--- config.mk ---
export PLATFORM = sky130hd
export DESIGN_NAME = scb_counter_ctl_flat
export DESIGN_NICKNAME = d
export VERILOG_FILES = /design/src/core/scb_pkg.sv /design/src/core/scb_link_if.sv /design/src/core/scb_counter_ctl.sv /design/src/flat_wrapper.sv
export SDC_FILE = /design/constraint.sdc
export NUM_CORES = 1
export LEC_CHECK = 0
export BUFFER_PORTS_ARGS = -buffer_cell sky130_fd_sc_hd__buf_2
export CAP_MARGIN = 20
export CORE_UTILIZATION = 50
export CTS_CLUSTER_SIZE = 8
export DETAILED_ROUTE_END_ITERATION = 7
export PLACE_DENSITY = 0.82
export RECOVER_POWER = 25
export SLEW_MARGIN = 20
export SYNTH_ARGS = -nofsm -noshare
export SYNTH_HDL_FRONTEND = slang
export SYNTH_SLANG_ARGS = --single-unit
export TNS_END_PERCENT = 30
--- constraint.sdc ---
create_clock -name clk -period 3.52 [get_ports clk]
set_input_delay 0.704 -clock clk [delete_from_list [all_inputs] [get_ports clk]]
set_output_delay 0.704 -clock clk [all_outputs]
set_load 0.05 [all_outputs]
--- src/core/scb_pkg.sv ---
// constants and types shared by both ends of the 4-bit counter link
package scb_pkg;

  // ****************************************************************
  // counter geometry
  // ****************************************************************
  localparam int         COUNT_W    = 4;
  localparam logic [3:0] COUNT_MAX  = 4'hf;
  localparam logic [3:0] COUNT_ZERO = 4'h0;
  localparam logic [3:0] COUNT_ONE  = 4'h1;
  localparam logic [3:0] COUNT_RST  = 4'h0;

  // ****************************************************************
  // event tallies
  // ****************************************************************
  localparam int          EVT_W   = 16;
  localparam logic [15:0] EVT_RST = 16'h0000;
  localparam logic [15:0] EVT_ONE = 16'h0001;

  // ****************************************************************
  // operating modes, in rising priority
  // ****************************************************************
  typedef enum logic [1:0] {
    SCB_MODE_HOLD  = 2'b00,
    SCB_MODE_COUNT = 2'b01,
    SCB_MODE_LOAD  = 2'b10,
    SCB_MODE_CLEAR = 2'b11
  } scb_mode_t;

  // ****************************************************************
  // controller register port
  // ****************************************************************
  localparam int          ADDR_W      = 8;
  localparam int          DATA_W      = 32;
  localparam logic [7:0]  REG_CTRL    = 8'h00;
  localparam logic [7:0]  REG_PRESET  = 8'h04;
  localparam logic [7:0]  REG_CMD     = 8'h08;
  localparam logic [7:0]  REG_MODULUS = 8'h0c;
  localparam logic [7:0]  REG_STATUS  = 8'h10;
  localparam logic [7:0]  REG_CARRIES = 8'h14;
  localparam logic [31:0] RDATA_ZERO  = 32'h0000_0000;

  // ctrl fields
  localparam int         CTRL_W          = 4;
  localparam int         CTRL_PAR_BIT    = 0;
  localparam int         CTRL_TRK_BIT    = 1;
  localparam int         CTRL_MOD_BIT    = 2;
  localparam int         CTRL_HOLDCLR_BIT = 3;
  localparam logic [3:0] CTRL_RST        = 4'h0;

  // command fields, write only
  localparam int CMD_LOAD_BIT  = 0;
  localparam int CMD_CLEAR_BIT = 1;

  // status fields
  localparam int STATUS_CARRY_BIT = 4;
  localparam int STATUS_MODE_LSB  = 8;

  localparam logic [3:0] PRESET_RST  = 4'h0;
  localparam logic [3:0] MODULUS_RST = 4'hf;

endpackage

--- src/core/scb_link_if.sv ---
// pin-level link between the counter and its driving logic
`timescale 1ns/1ps
`default_nettype none

interface scb_link_if;
  import scb_pkg::*;

  logic                 sync_zero_request_n;
  logic                 load_n;
  logic                 count_enable_parallel;
  logic                 count_enable_trickle;
  logic [COUNT_W-1:0]   preset_data;
  logic [COUNT_W-1:0]   count;
  logic                 ripple_carry_out;

  modport dev (
    input  sync_zero_request_n,
    input  load_n,
    input  count_enable_parallel,
    input  count_enable_trickle,
    input  preset_data,
    output count,
    output ripple_carry_out
  );

  modport ctl (
    output sync_zero_request_n,
    output load_n,
    output count_enable_parallel,
    output count_enable_trickle,
    output preset_data,
    input  count,
    input  ripple_carry_out
  );

endinterface

`default_nettype wire

--- src/core/scb_counter_ctl.sv ---
// register-driven controller that steers the counter over the link
`timescale 1ns/1ps
`default_nettype none

module scb_counter_ctl
  import scb_pkg::*;
(
  // clock and reset
  input  wire logic               clk,
  input  wire logic               srst,
  // register port
  input  wire logic [ADDR_W-1:0]  bus_addr,
  input  wire logic [DATA_W-1:0]  bus_wdata,
  input  wire logic               bus_wr,
  input  wire logic               bus_rd,
  output logic [DATA_W-1:0]       bus_rdata,
  // link to counter
  scb_link_if.ctl                 link
);

  // ****************************************************************
  // registers
  // ****************************************************************
  logic [CTRL_W-1:0]  ctrl;
  logic [COUNT_W-1:0] preset;
  logic [COUNT_W-1:0] modulus;
  logic               load_req;
  logic               clear_req;
  logic [EVT_W-1:0]   carries;
  logic [DATA_W-1:0]  next_rdata;

  // ****************************************************************
  // address decode
  // ****************************************************************
  wire hit_ctrl;
  wire hit_preset;
  wire hit_cmd;
  wire hit_modulus;
  wire hit_status;
  wire hit_carries;
  wire mod_hit;
  wire stage_step;

  assign hit_ctrl    = (bus_addr == REG_CTRL);
  assign hit_preset  = (bus_addr == REG_PRESET);
  assign hit_cmd     = (bus_addr == REG_CMD);
  assign hit_modulus = (bus_addr == REG_MODULUS);
  assign hit_status  = (bus_addr == REG_STATUS);
  assign hit_carries = (bus_addr == REG_CARRIES);

  assign mod_hit = ctrl[CTRL_MOD_BIT] & (link.count == modulus);
  assign link.sync_zero_request_n = ~(clear_req | mod_hit |
                                      ctrl[CTRL_HOLDCLR_BIT]);

  // carry used as synchronous enable only
  assign stage_step = link.ripple_carry_out &
                      link.count_enable_parallel &
                      link.load_n & link.sync_zero_request_n;

  // ****************************************************************
  // writes
  // ****************************************************************
  always_ff @(posedge clk) begin
    if (srst) begin
      ctrl      <= CTRL_RST;
      preset    <= PRESET_RST;
      modulus   <= MODULUS_RST;
      load_req  <= 1'b0;
      clear_req <= 1'b0;
    end else begin
      load_req  <= bus_wr & hit_cmd & bus_wdata[CMD_LOAD_BIT];
      clear_req <= bus_wr & hit_cmd & bus_wdata[CMD_CLEAR_BIT];
      if (bus_wr & hit_ctrl) begin
        ctrl <= bus_wdata[CTRL_W-1:0];
      end
      if (bus_wr & hit_preset) begin
        preset <= bus_wdata[COUNT_W-1:0];
      end
      if (bus_wr & hit_modulus) begin
        modulus <= bus_wdata[COUNT_W-1:0];
      end
    end
  end

  assign link.count_enable_parallel = ctrl[CTRL_PAR_BIT];
  assign link.count_enable_trickle  = ctrl[CTRL_TRK_BIT];
  assign link.preset_data           = preset;
  assign link.load_n                = ~load_req;

  // ****************************************************************
  // cascaded upper stage
  // ****************************************************************
  // carry drives next stage enable
  always_ff @(posedge clk) begin
    if (srst) begin
      carries <= EVT_RST;
    end else if (stage_step) begin
      carries <= carries + EVT_ONE;
    end
  end

  // ****************************************************************
  // reads
  // ****************************************************************
  always_comb begin
    next_rdata = RDATA_ZERO;
    if (hit_ctrl) begin
      next_rdata[CTRL_W-1:0] = ctrl;
    end else if (hit_preset) begin
      next_rdata[COUNT_W-1:0] = preset;
    end else if (hit_modulus) begin
      next_rdata[COUNT_W-1:0] = modulus;
    end else if (hit_status) begin
      next_rdata[COUNT_W-1:0]      = link.count;
      next_rdata[STATUS_CARRY_BIT] = link.ripple_carry_out;
      next_rdata[STATUS_MODE_LSB]  = link.load_n;
      next_rdata[STATUS_MODE_LSB+1] = link.sync_zero_request_n;
    end else if (hit_carries) begin
      next_rdata[EVT_W-1:0] = carries;
    end
  end

  always_ff @(posedge clk) begin
    if (srst) begin
      bus_rdata <= RDATA_ZERO;
    end else if (bus_rd) begin
      bus_rdata <= next_rdata;
    end else begin
      bus_rdata <= RDATA_ZERO;
    end
  end

endmodule

`default_nettype wire

--- src/flat_wrapper.sv ---
// flat-port wrapper written by rule: the top's interface ports become plain ports
module scb_counter_ctl_flat import scb_pkg::*;
  (clk, srst, bus_addr, bus_wdata, bus_wr, bus_rd, bus_rdata, link_sync_zero_request_n, link_load_n, link_count_enable_parallel, link_count_enable_trickle, link_preset_data, link_count, link_ripple_carry_out);
  scb_link_if link_i ();
  input  wire logic clk;
  input  wire logic srst;
  input  wire logic [ADDR_W-1:0] bus_addr;
  input  wire logic [DATA_W-1:0] bus_wdata;
  input  wire logic bus_wr;
  input  wire logic bus_rd;
  output logic [DATA_W-1:0] bus_rdata;
  output wire logic [$bits(link_i.sync_zero_request_n)-1:0] link_sync_zero_request_n;
  output wire logic [$bits(link_i.load_n)-1:0] link_load_n;
  output wire logic [$bits(link_i.count_enable_parallel)-1:0] link_count_enable_parallel;
  output wire logic [$bits(link_i.count_enable_trickle)-1:0] link_count_enable_trickle;
  output wire logic [$bits(link_i.preset_data)-1:0] link_preset_data;
  input wire logic [$bits(link_i.count)-1:0] link_count;
  input wire logic [$bits(link_i.ripple_carry_out)-1:0] link_ripple_carry_out;
  assign link_sync_zero_request_n = link_i.sync_zero_request_n;
  assign link_load_n = link_i.load_n;
  assign link_count_enable_parallel = link_i.count_enable_parallel;
  assign link_count_enable_trickle = link_i.count_enable_trickle;
  assign link_preset_data = link_i.preset_data;
  assign link_i.count = link_count;
  assign link_i.ripple_carry_out = link_ripple_carry_out;
  scb_counter_ctl u_core (.clk(clk), .srst(srst), .bus_addr(bus_addr), .bus_wdata(bus_wdata), .bus_wr(bus_wr), .bus_rd(bus_rd), .bus_rdata(bus_rdata), .link(link_i));
endmodule
==> reports/results.tsv, run 1 <==
stage	metric	value	unit
synthesis	Top FF cell, synth	dfxtp_1	
cts	post-CTS setup repair buffer count	0	
cts	CTS Sinks	46	
die	Ports	89	
placed_design	RD Place Congestion	0.845	
cts	clock latency at the later pin of the worst-skew pair	0.30	ns
synthesis	Syn Std Cell Area	2190	µm²
timing	final setup TNS	0	ns
synthesis	Post-synth EDFFs	0	
routing	drt wl/cell	14.0	µm
hold_path	Worst Hold End	u_core.carries[15]$_SDFFE_PP0P_	
cts	CTS buffer count	5	
synthesis	Async S/R FF share, synth	0	%
power	sequential fraction of design power	51.9	%
routing	post-route ant nets	0	
flow_run	max-cap viol count	0	
placed_design	# port buffers	44	
outcome	status	finished clean	
timing	clock skew	0.00490	ns
die	Die Y	68.1	µm
routing	drt pass-1 iters	4	
synthesis	count leader, synth	dfxtp_1	
hold_path	start point of the worst hold path	u_core.carries[15]$_SDFFE_PP0P_	
power	Internal	751	µW
routing	detailed-route wire length	4.68	mm
setup_path	critical path class	input pin to output port	
power	PwrDens	408	nW/µm²
die	Initial Util	53.5	%
synthesis	Syn Area/Cell	9.00	µm²
cts	post-CTS sizing	0	
synthesis	Syn. warnings	0	
placed_design	pre-CTS setup slack	1.01	ns
cells_and_area	Finished Cell Area	2450	µm²
timing	Tightest Pin Transition	1.33	ns
timing	Slew HR	11.6	%
cells_and_area	layout cells sized above 1	15.5	%
synthesis	Gate Count Post-Synth	243	
cts	Clock Path Buffers	2	
timing	Final setup viols	0	
cts	CTS H-tree lvls	2	
setup_path	CP Capture Type	output port	
die	core area	4090	µm²
hold_path	Worst Hold Depth	2	
setup_path	startpoint types	input pin	
placed_design	hpwl dp	3.37	mm
routing	Via density	5.54	
global_route	total track usage	21.6	%
synthesis	synth unique cells	45	
power	Sw Ratio	25.1	%
setup_path	Worst Path Required	2.82	ns
synthesis	top cell type's share of synthesized area	42.1	%
routing	DRC Markers	0	
global_route	vias in the first global route	1556	
global_route	largest net degree at the start of global routing	31	
power	Peak supply drop	0.217	mV
power	Clk pwr share	39.4	%
cts	CTS tree	yes	
setup_path	Worst R2R Start	u_core.modulus[0]$_SDFFE_PP1P_	
power	Comb pwr share	8.6	%
global_route	global-route wire length before repair	7.36	mm
timing	ratio of final minimum period to clock period	71.4	%
die	DIE AREA	4640	µm²
routing	routed via count	1851	
synthesis	Seq/Total Area, Yosys	42.1	%
setup_path	worst r2r path cells	5	
cells_and_area	antenna cells	0	
synthesis	top area cells in the synthesized netlist	dfxtp_1 (42%), mux2i_1 (6.4%), buf_4 (5.8%)	
timing	Max Slew Vio Count	0	
die	# rows	23	
setup_path	crit-path max FO	10	
timing	final-report hold violation count	0	
timing	RSZ-0062 raised after global routing	false	
global_route	Remaining Overflow, GRT	0	
cells_and_area	NumNets Final	333	
die	die extent in x	68.1	µm
timing	fmax	398	MHz
placed_design	placed inst area	2360	µm²
setup_path	FF-to-FF End	u_core.carries[12]$_SDFFE_PP0P_	
setup_path	flop-to-flop setup slack	1.59	ns
power	P_leak	0.00103	µW
synthesis	area leader, netlist	dfxtp_1	
setup_path	CP arrival	1.81	ns
global_route	initial antenna violation count	0	
cells_and_area	area grow syn2layout	12.2	%
synthesis	#FFs+latches synth	46	
cts	CTS root buf	clkbuf_8	
cts	CTS clk-pin slew, worst paths	0.09	ns
synthesis	Synth top cells by count	dfxtp_1 (46), nor2_1 (27), buf_4 (17)	
timing	post-layout min period	2.51	ns
power	Switch Pwr	252	µW
hold_path	HP Class	register to register	
timing	worst setup slack after layout	1.01	ns
cts	hold buffers post-CTS	0	
routing	Iter 0 DRT Violations	125	
[worst max-delay path, stage by stage]
cell     delay (ns)
buf_2          0.11
xnor2_1        0.11
nand2_1        0.31
nor2_1         0.10
nor3_1         0.17
buf_2          0.30
[power by group through the flow]
stage | Clock (µW) | Combinational (µW) | Sequential [µW]
after detailed placement | 0 | 85.4 | 533
after floorplan | 0 | 77.0 | 534
final | 395 | 86.6 | 520
after global placement | 0 | 84.7 | 533
after global routing | 429 | 92.0 | 521
after CTS | 404 | 85.7 | 520
[how the worst max path moves through the flow]
stage / startpoint / end / slack (ns) / cells past startpoint
after floorplan: link_count[1] / link_sync_zero_request_n / 0.67 / 4
after global placement: link_count[1] / link_sync_zero_request_n / 1.03 / 6
after detailed placement: link_count[1] / link_sync_zero_request_n / 1.01 / 6
after CTS: link_count[1] / link_sync_zero_request_n / 1.01 / 6
after global routing: link_count[1] / link_sync_zero_request_n / 0.94 / 6
final: link_count[1] / link_sync_zero_request_n / 1.01 / 6
[routing by layer]
| layer | part of all wire [%] | up-vias | GRT usage, % |
|---|---|---|---|
| li1 | - | 910 | - |
| met1 | 44 | 862 | 26.8 |
| met2 | 49 | 73 | 34.6 |
| met3 | 6.0 | 6 | 6.00 |
| met4 | 1.5 | 0 | 9.38 |
| met5 | 0 | - | 0 |
[state kept, by name (all words and copies together) (netlist names)]
name,count
u_core.load_req,1
u_core.link.preset_data,4
u_core.modulus,4
u_core.ctrl,4
u_core.clear_req,1
u_core.carries,16
u_core.bus_rdata,16
[layout by cell type, fill, tap and decap left out, types with 3 or more instances in the layout]
cell      count
and4_1        3
xor2_1        6
a211o_1       4
or3_1         6
o211ai_1      5
o21ai_0       7
buf_2        30
clkbuf_1     14
conb_1       16
nand3b_1      3
dfxtp_1      46
nor2_1       27
nand2_1      13
mux2i_1      14
a21oi_1      14
nor4_1        4
clkbuf_8      5
nor3_1        4
inv_1         5
xnor2_1       6
and2_1        9
and3_1        8
[cell type report]
| type | count | area [µm²] |
|---|---|---|
| timing repair buffer | 44 | 203 |
| clock buffer | 5 | 68.8 |
| multi-input combinational | 181 | 1140 |
| tap | 50 | 62.6 |
| fill | 368 | 1630 |
| clock inverter | 3 | 43.8 |
| inverter | 5 | 18.8 |
| sequential | 46 | 921 |
[cell families (layout without fill, tap and decap cells)]
group           Yosys count  in the layout  share of synthesized area, %
other cells               1             16                         0.171
fa+ha+maj                 1              1                         0.572
xor+xnor                 12             12                          4.81
buf+inv                  31             57                          8.47
mux                      14             14                          6.41
simple gates             96             96                          24.8
compound gates           42             42                          12.6
flops                    46             46                          42.1
[stage by stage]
| step | cells | util (%) | hold WS, ns | power, µW |
|---|---|---|---|---|
| detailed placement | 326 | 57.7 | 0.469 | 618 |
| global route | 334 | 60.1 | 0.523 | 1040 |
| global placement | 326 | 57.7 | 0.462 | 617 |
| finish | 334 | 60.1 | 0.476 | 1000 |
| CTS | 334 | 60.5 | 0.482 | 1010 |
| floorplan | 258 | - | 0.447 | 611 |
Note: power is estimated with default switching activity, not from simulation.
==> inputs of run 2 (changes only) <==
Settings changed: CORE_UTILIZATION 50 to 48, PLACE_DENSITY 0.82 to 0.8.
Clock period 3.52 ns to 2.4 ns, I/O delays scaled along.
==> reports/results.tsv, run 2 (same netlist as run 1, synthesis figures left out) <==
stage	metric	value	unit
timing	Max Slew Vio Count	0	
die	Initial Util	50.2	%
cells_and_area	most common cell after layout, fill and taps aside	dfxtp_1	
die	Die Y	69.5	µm
cts	CTS tree	yes	
global_route	vias in the first global route	1579	
global_route	largest net degree at the start of global routing	30	
flow_run	max-cap viol count	0	
timing	RSZ-0062 raised after global routing	false	
cells_and_area	FILL cells	402	
timing	Slew HR	61.0	%
setup_path	flop-to-flop setup slack	0.63	ns
routing	post-route ant nets	0	
cells_and_area	most frequent cells in the layout	dfxtp_1 (46), buf_2 (30), nor2_1 (27)	
power	P_leak	0.00104	µW
routing	Via density	5.42	
timing	Tightest Pin Transition	0.581	ns
cts	clock latency at the later pin of the worst-skew pair	0.31	ns
setup_path	crit-path max FO	10	
cts	hold buffers post-CTS	0	
setup_path	critical path class	register to output port	
setup_path	CP arrival	1.63	ns
cells_and_area	layout cells sized above 1	16.0	%
power	Power Total	1420	µW
hold_path	Worst Hold End	u_core.bus_rdata[4]$_SDFF_PP0_	
routing	drt pass-1 iters	4	
timing	clock skew	0.00897	ns
die	DIE AREA	4830	µm²
global_route	total track usage	19.2	%
routing	Iter 0 DRT Violations	75	
hold_path	Worst Hold Depth	3	
timing	Final setup viols	0	
placed_design	hpwl dp	3.25	mm
cells_and_area	register area	921	µm²
placed_design	# port buffers	44	
cts	CTS Sinks	46	
cts	CTS root buf	clkbuf_8	
setup_path	Critical Path Start	u_core.modulus[2]$_SDFFE_PP1P_	
setup_path	worst r2r path cells	5	
cells_and_area	NumNets Final	337	
setup_path	Worst Path Required	1.92	ns
routing	routed via count	1842	
placed_design	RD Place Congestion	0.841	
timing	post-layout min period	2.11	ns
die	Ports	89	
timing	ratio of final minimum period to clock period	87.8	%
power	Peak supply drop	0.366	mV
outcome	status	finished clean	
cts	CTS H-tree lvls	2	
placed_design	pre-CTS setup slack	0.375	ns
setup_path	FF-to-FF End	u_core.carries[15]$_SDFFE_PP0P_	
setup_path	Worst R2R Start	u_core.ctrl[0]$_SDFFE_PP0P_	
cts	CTS buffer count	5	
cts	post-CTS setup repair buffer count	0	
die	core area	4350	µm²
cts	post-CTS sizing	0	
global_route	Remaining Overflow, GRT	0	
cells_and_area	antenna cells	0	
global_route	global-route wire length before repair	7.24	mm
timing	final setup TNS	0	ns
cts	CTS clk-pin slew, worst paths	0.09	ns
timing	final-report hold violation count	0	
timing	worst setup slack after layout	0.292	ns
die	die extent in x	69.5	µm
routing	detailed-route wire length	4.44	mm
hold_path	start point of the worst hold path	link_ripple_carry_out	
global_route	initial antenna violation count	0	
hold_path	HP Class	input pin to register	
cts	Clock Path Buffers	2	
routing	drt wl/cell	13.0	µm
timing	fmax	474	MHz
cells_and_area	top flop regs	u_core.bus_rdata x16, u_core.carries x16	
routing	DRC Markers	0	
die	# rows	24	
cells_and_area	area grow syn2layout	12.9	%
power	PwrDens	576	nW/µm²
setup_path	startpoint types	register	
cells_and_area	area of the multi-input gates	1130	µm²
setup_path	CP Capture Type	output port	
## run 2: final cells by class
type                            count  share of cell area [%]
Multi-Input combinational cell    181                    45.8
Clock buffer                        7                    3.90
Tap cell                           52                    2.63
Timing Repair Buffer               48                    9.27
Sequential cell                    46                    37.3
Clock inverter                      1                   0.355
Inverter                            5                   0.760
## run 2: through the flow
stage | instances | cell area, µm² | utilization [%] | hold WS (ns)
after global placement | 332 | 2400 | 55.1 | 0.461
after detailed placement | 332 | 2400 | 55.1 | 0.469
after floorplan | 258 | 2250 | - | 0.447
final | 340 | 2470 | 56.7 | 0.412
after CTS | 340 | 2500 | 57.5 | 0.409
after global routing | 340 | 2470 | 56.7 | 0.415
## run 2: how the worst max path moves through the flow
stage	to	slack, ns
floorplan	link_sync_zero_request_n	0.42
global placement	link_sync_zero_request_n	0.40
detailed placement	link_sync_zero_request_n	0.37
CTS	link_sync_zero_request_n	0.30
global route	link_sync_zero_request_n	0.15
finish	link_sync_zero_request_n	0.29
## run 2: per-layer routing
metal	part of all wire (%)	vias up	GRT usage, %
li1	-	924	-
met1	44	855	23.8
met2	49	56	31.2
met3	5.1	7	5.96
met4	1.6	0	7.48
met5	0	-	0
## run 2: worst max-delay path, cell delays in order (launching register included)
cell and delay (ns):
dfxtp_1 0.42, xnor2_1 0.16, nand3_2 0.24, nor2_1 0.23, nor3_2 0.05, buf_2 0.21
## run 2: where the power goes
group	switching (µW)	internal (µW)	leakage [µW]
Clock	268	264	0.0000544
Sequential	0.395	763	0.000370
Combinational	99.6	27.8	0.000612
Total	368	1050	0.00104
==> inputs of run 3 (changes only) <==
Settings changed: CELL_PAD_IN_SITES_DETAIL_PLACEMENT set to 1, CELL_PAD_IN_SITES_GLOBAL_PLACEMENT set to 2, CORE_UTILIZATION 48 to 27, PLACE_DENSITY 0.8 to not set, PLACE_DENSITY_LB_ADDON set to 0.08.
==> reports/results.tsv, run 3 (same netlist as run 1, synthesis figures left out) <==
stage	metric	value	unit
die	die extent in x	92	µm
cts	CTS tree	yes	
timing	RSZ-0062 raised after global routing	false	
timing	ratio of final minimum period to clock period	84.7	%
placed_design	# port buffers	44	
outcome	status	finished clean	
routing	detailed-route wire length	5.75	mm
cells_and_area	register area	921	µm²
power	Peak supply drop	0.212	mV
timing	Max Slew Vio Count	0	
timing	worst setup slack after layout	0.368	ns
setup_path	CP max stage delay	0.42	ns
die	# rows	32	
global_route	global-route wire length before repair	9.23	mm
global_route	vias in the first global route	1871	
power	P_leak	0.00104	µW
cells_and_area	most common cell after layout, fill and taps aside	dfxtp_1	
routing	drt pass-1 iters	4	
cells_and_area	area grow syn2layout	16.6	%
routing	routed via count	1848	
setup_path	CP delay by family, top	simple AND/OR/NAND/NOR gates	
setup_path	flop-to-flop setup slack	0.59	ns
hold_path	HP Class	input pin to register	
global_route	total track usage	14.2	%
timing	final setup TNS	0	ns
cells_and_area	Finished Cell Area	2550	µm²
routing	Via density	4.70	
cells_and_area	antenna cells	0	
routing	DRC Markers	0	
setup_path	Crit-path slowest cell	dfxtp_1	
timing	Tightest Pin Transition	0.596	ns
cts	clock latency at the later pin of the worst-skew pair	0.30	ns
cells_and_area	most frequent cells in the layout	dfxtp_1 (46), buf_2 (29), nor2_1 (27)	
die	DIE AREA	8460	µm²
cells_and_area	FILL cells	944	
cells_and_area	top flop regs	u_core.bus_rdata x16, u_core.carries x16	
global_route	largest net degree at the start of global routing	30	
cts	CTS buffer count	5	
setup_path	startpoint types	register	
cells_and_area	area of the multi-input gates	1140	µm²
setup_path	Worst R2R Start	u_core.ctrl[0]$_SDFFE_PP0P_	
die	Die Y	92	µm
cts	post-CTS setup repair buffer count	0	
timing	Final setup viols	0	
die	core area	7770	µm²
cells_and_area	NumNets Final	341	
cts	CTS root buf	clkbuf_8	
cts	post-CTS sizing	0	
timing	clock skew	0.0104	ns
hold_path	Worst Hold Depth	2	
cts	CTS H-tree lvls	2	
setup_path	CP Depth	5	
timing	final-report hold violation count	0	
timing	fmax	492	MHz
routing	post-route ant nets	0	
cts	CTS clk-pin slew, worst paths	0.09	ns
timing	Hold WS	0.433	ns
setup_path	crit-path cells	xnor2_1 > nand3_2 > nor2_1 > nor3_2 > buf_2	
flow_run	max-cap viol count	0	
placed_design	pre-CTS setup slack	0.373	ns
cells_and_area	layout cells sized above 1	17.2	%
timing	Slew HR	60.4	%
routing	drt wl/cell	14.6	µm
setup_path	worst r2r path cells	5	
cts	CTS Sinks	46	
power	PwrDens	534	nW/µm²
cts	Clock Path Buffers	2	
die	Initial Util	28.2	%
setup_path	CP Capture Type	output port	
setup_path	Buf+Inv Stages, Crit Path	1	
die	Ports	89	
setup_path	CP arrival	1.55	ns
setup_path	Critical Path Start	u_core.modulus[2]$_SDFFE_PP1P_	
hold_path	start point of the worst hold path	bus_wdata[0]	
global_route	Remaining Overflow, GRT	0	
placed_design	RD Place Congestion	0.719	
setup_path	crit-path max FO	7	
timing	post-layout min period	2.03	ns
setup_path	FF-to-FF End	u_core.carries[15]$_SDFFE_PP0P_	
setup_path	critical path class	register to output port	
placed_design	hpwl dp	4.40	mm
placed_design	placed inst area	2490	µm²
cts	hold buffers post-CTS	0	
global_route	initial antenna violation count	0	
hold_path	Worst Hold End	u_core.load_req$_SDFF_PP0_	
setup_path	Worst Path Required	1.92	ns
routing	Iter 0 DRT Violations	33	
-- run 3: how the worst max path moves through the flow --
stage	end	slack (ns)
finish	link_sync_zero_request_n	0.37
global route	link_sync_zero_request_n	0.23
CTS	link_sync_zero_request_n	0.33
detailed placement	u_core.ctrl[1]$_SDFFE_PP0P_	0.37
global placement	u_core.bus_rdata[2]$_SDFF_PP0_	0.38
floorplan	link_sync_zero_request_n	0.42
-- run 3: layer usage --
| layer | up-vias | part of all wire [%] | global-route usage, % |
|---|---|---|---|
| li1 | 921 | - | - |
| met1 | 885 | 45 | 17.2 |
| met2 | 38 | 51 | 25.8 |
| met3 | 4 | 3.1 | 2.49 |
| met4 | 0 | 0.80 | 3.91 |
| met5 | - | 0 | 0 |
-- run 3: worst register-to-register path, cell delays in order (launching register included) --
cell,delay (ns)
dfxtp_1,0.39
and3b_1,0.27
and3_1,0.34
o21ai_2,0.13
or4_1,0.48
a21oi_1,0.14
-- run 3: area by class of cell --
cell class | count | share of cell area [%]
multi-input combinational | 181 | 44.8
sequential | 46 | 36.1
clock buffer | 6 | 2.84
clock inverter | 1 | 0.294
inverter | 5 | 0.736
timing repair buffer | 52 | 10.3
tap | 102 | 5.00
-- run 3: stage by stage --
| stage | cells | total power, µW | util [%] |
|---|---|---|---|
| after floorplan | 258 | 896 | - |
| after global placement | 386 | 917 | 32.1 |
| after detailed placement | 386 | 918 | 32.1 |
| after CTS | 393 | 1390 | 33.1 |
| after global routing | 393 | 1430 | 32.8 |
| final | 393 | 1360 | 32.8 |
-- run 3: power by group --
group	total, µW	switching (µW)	leakage (µW)	internal, µW
Clock	463	263	0.0000373	200
Sequential	763	0.402	0.000370	763
Combinational	135	105	0.000629	29.9
Total	1360	369	0.00104	993
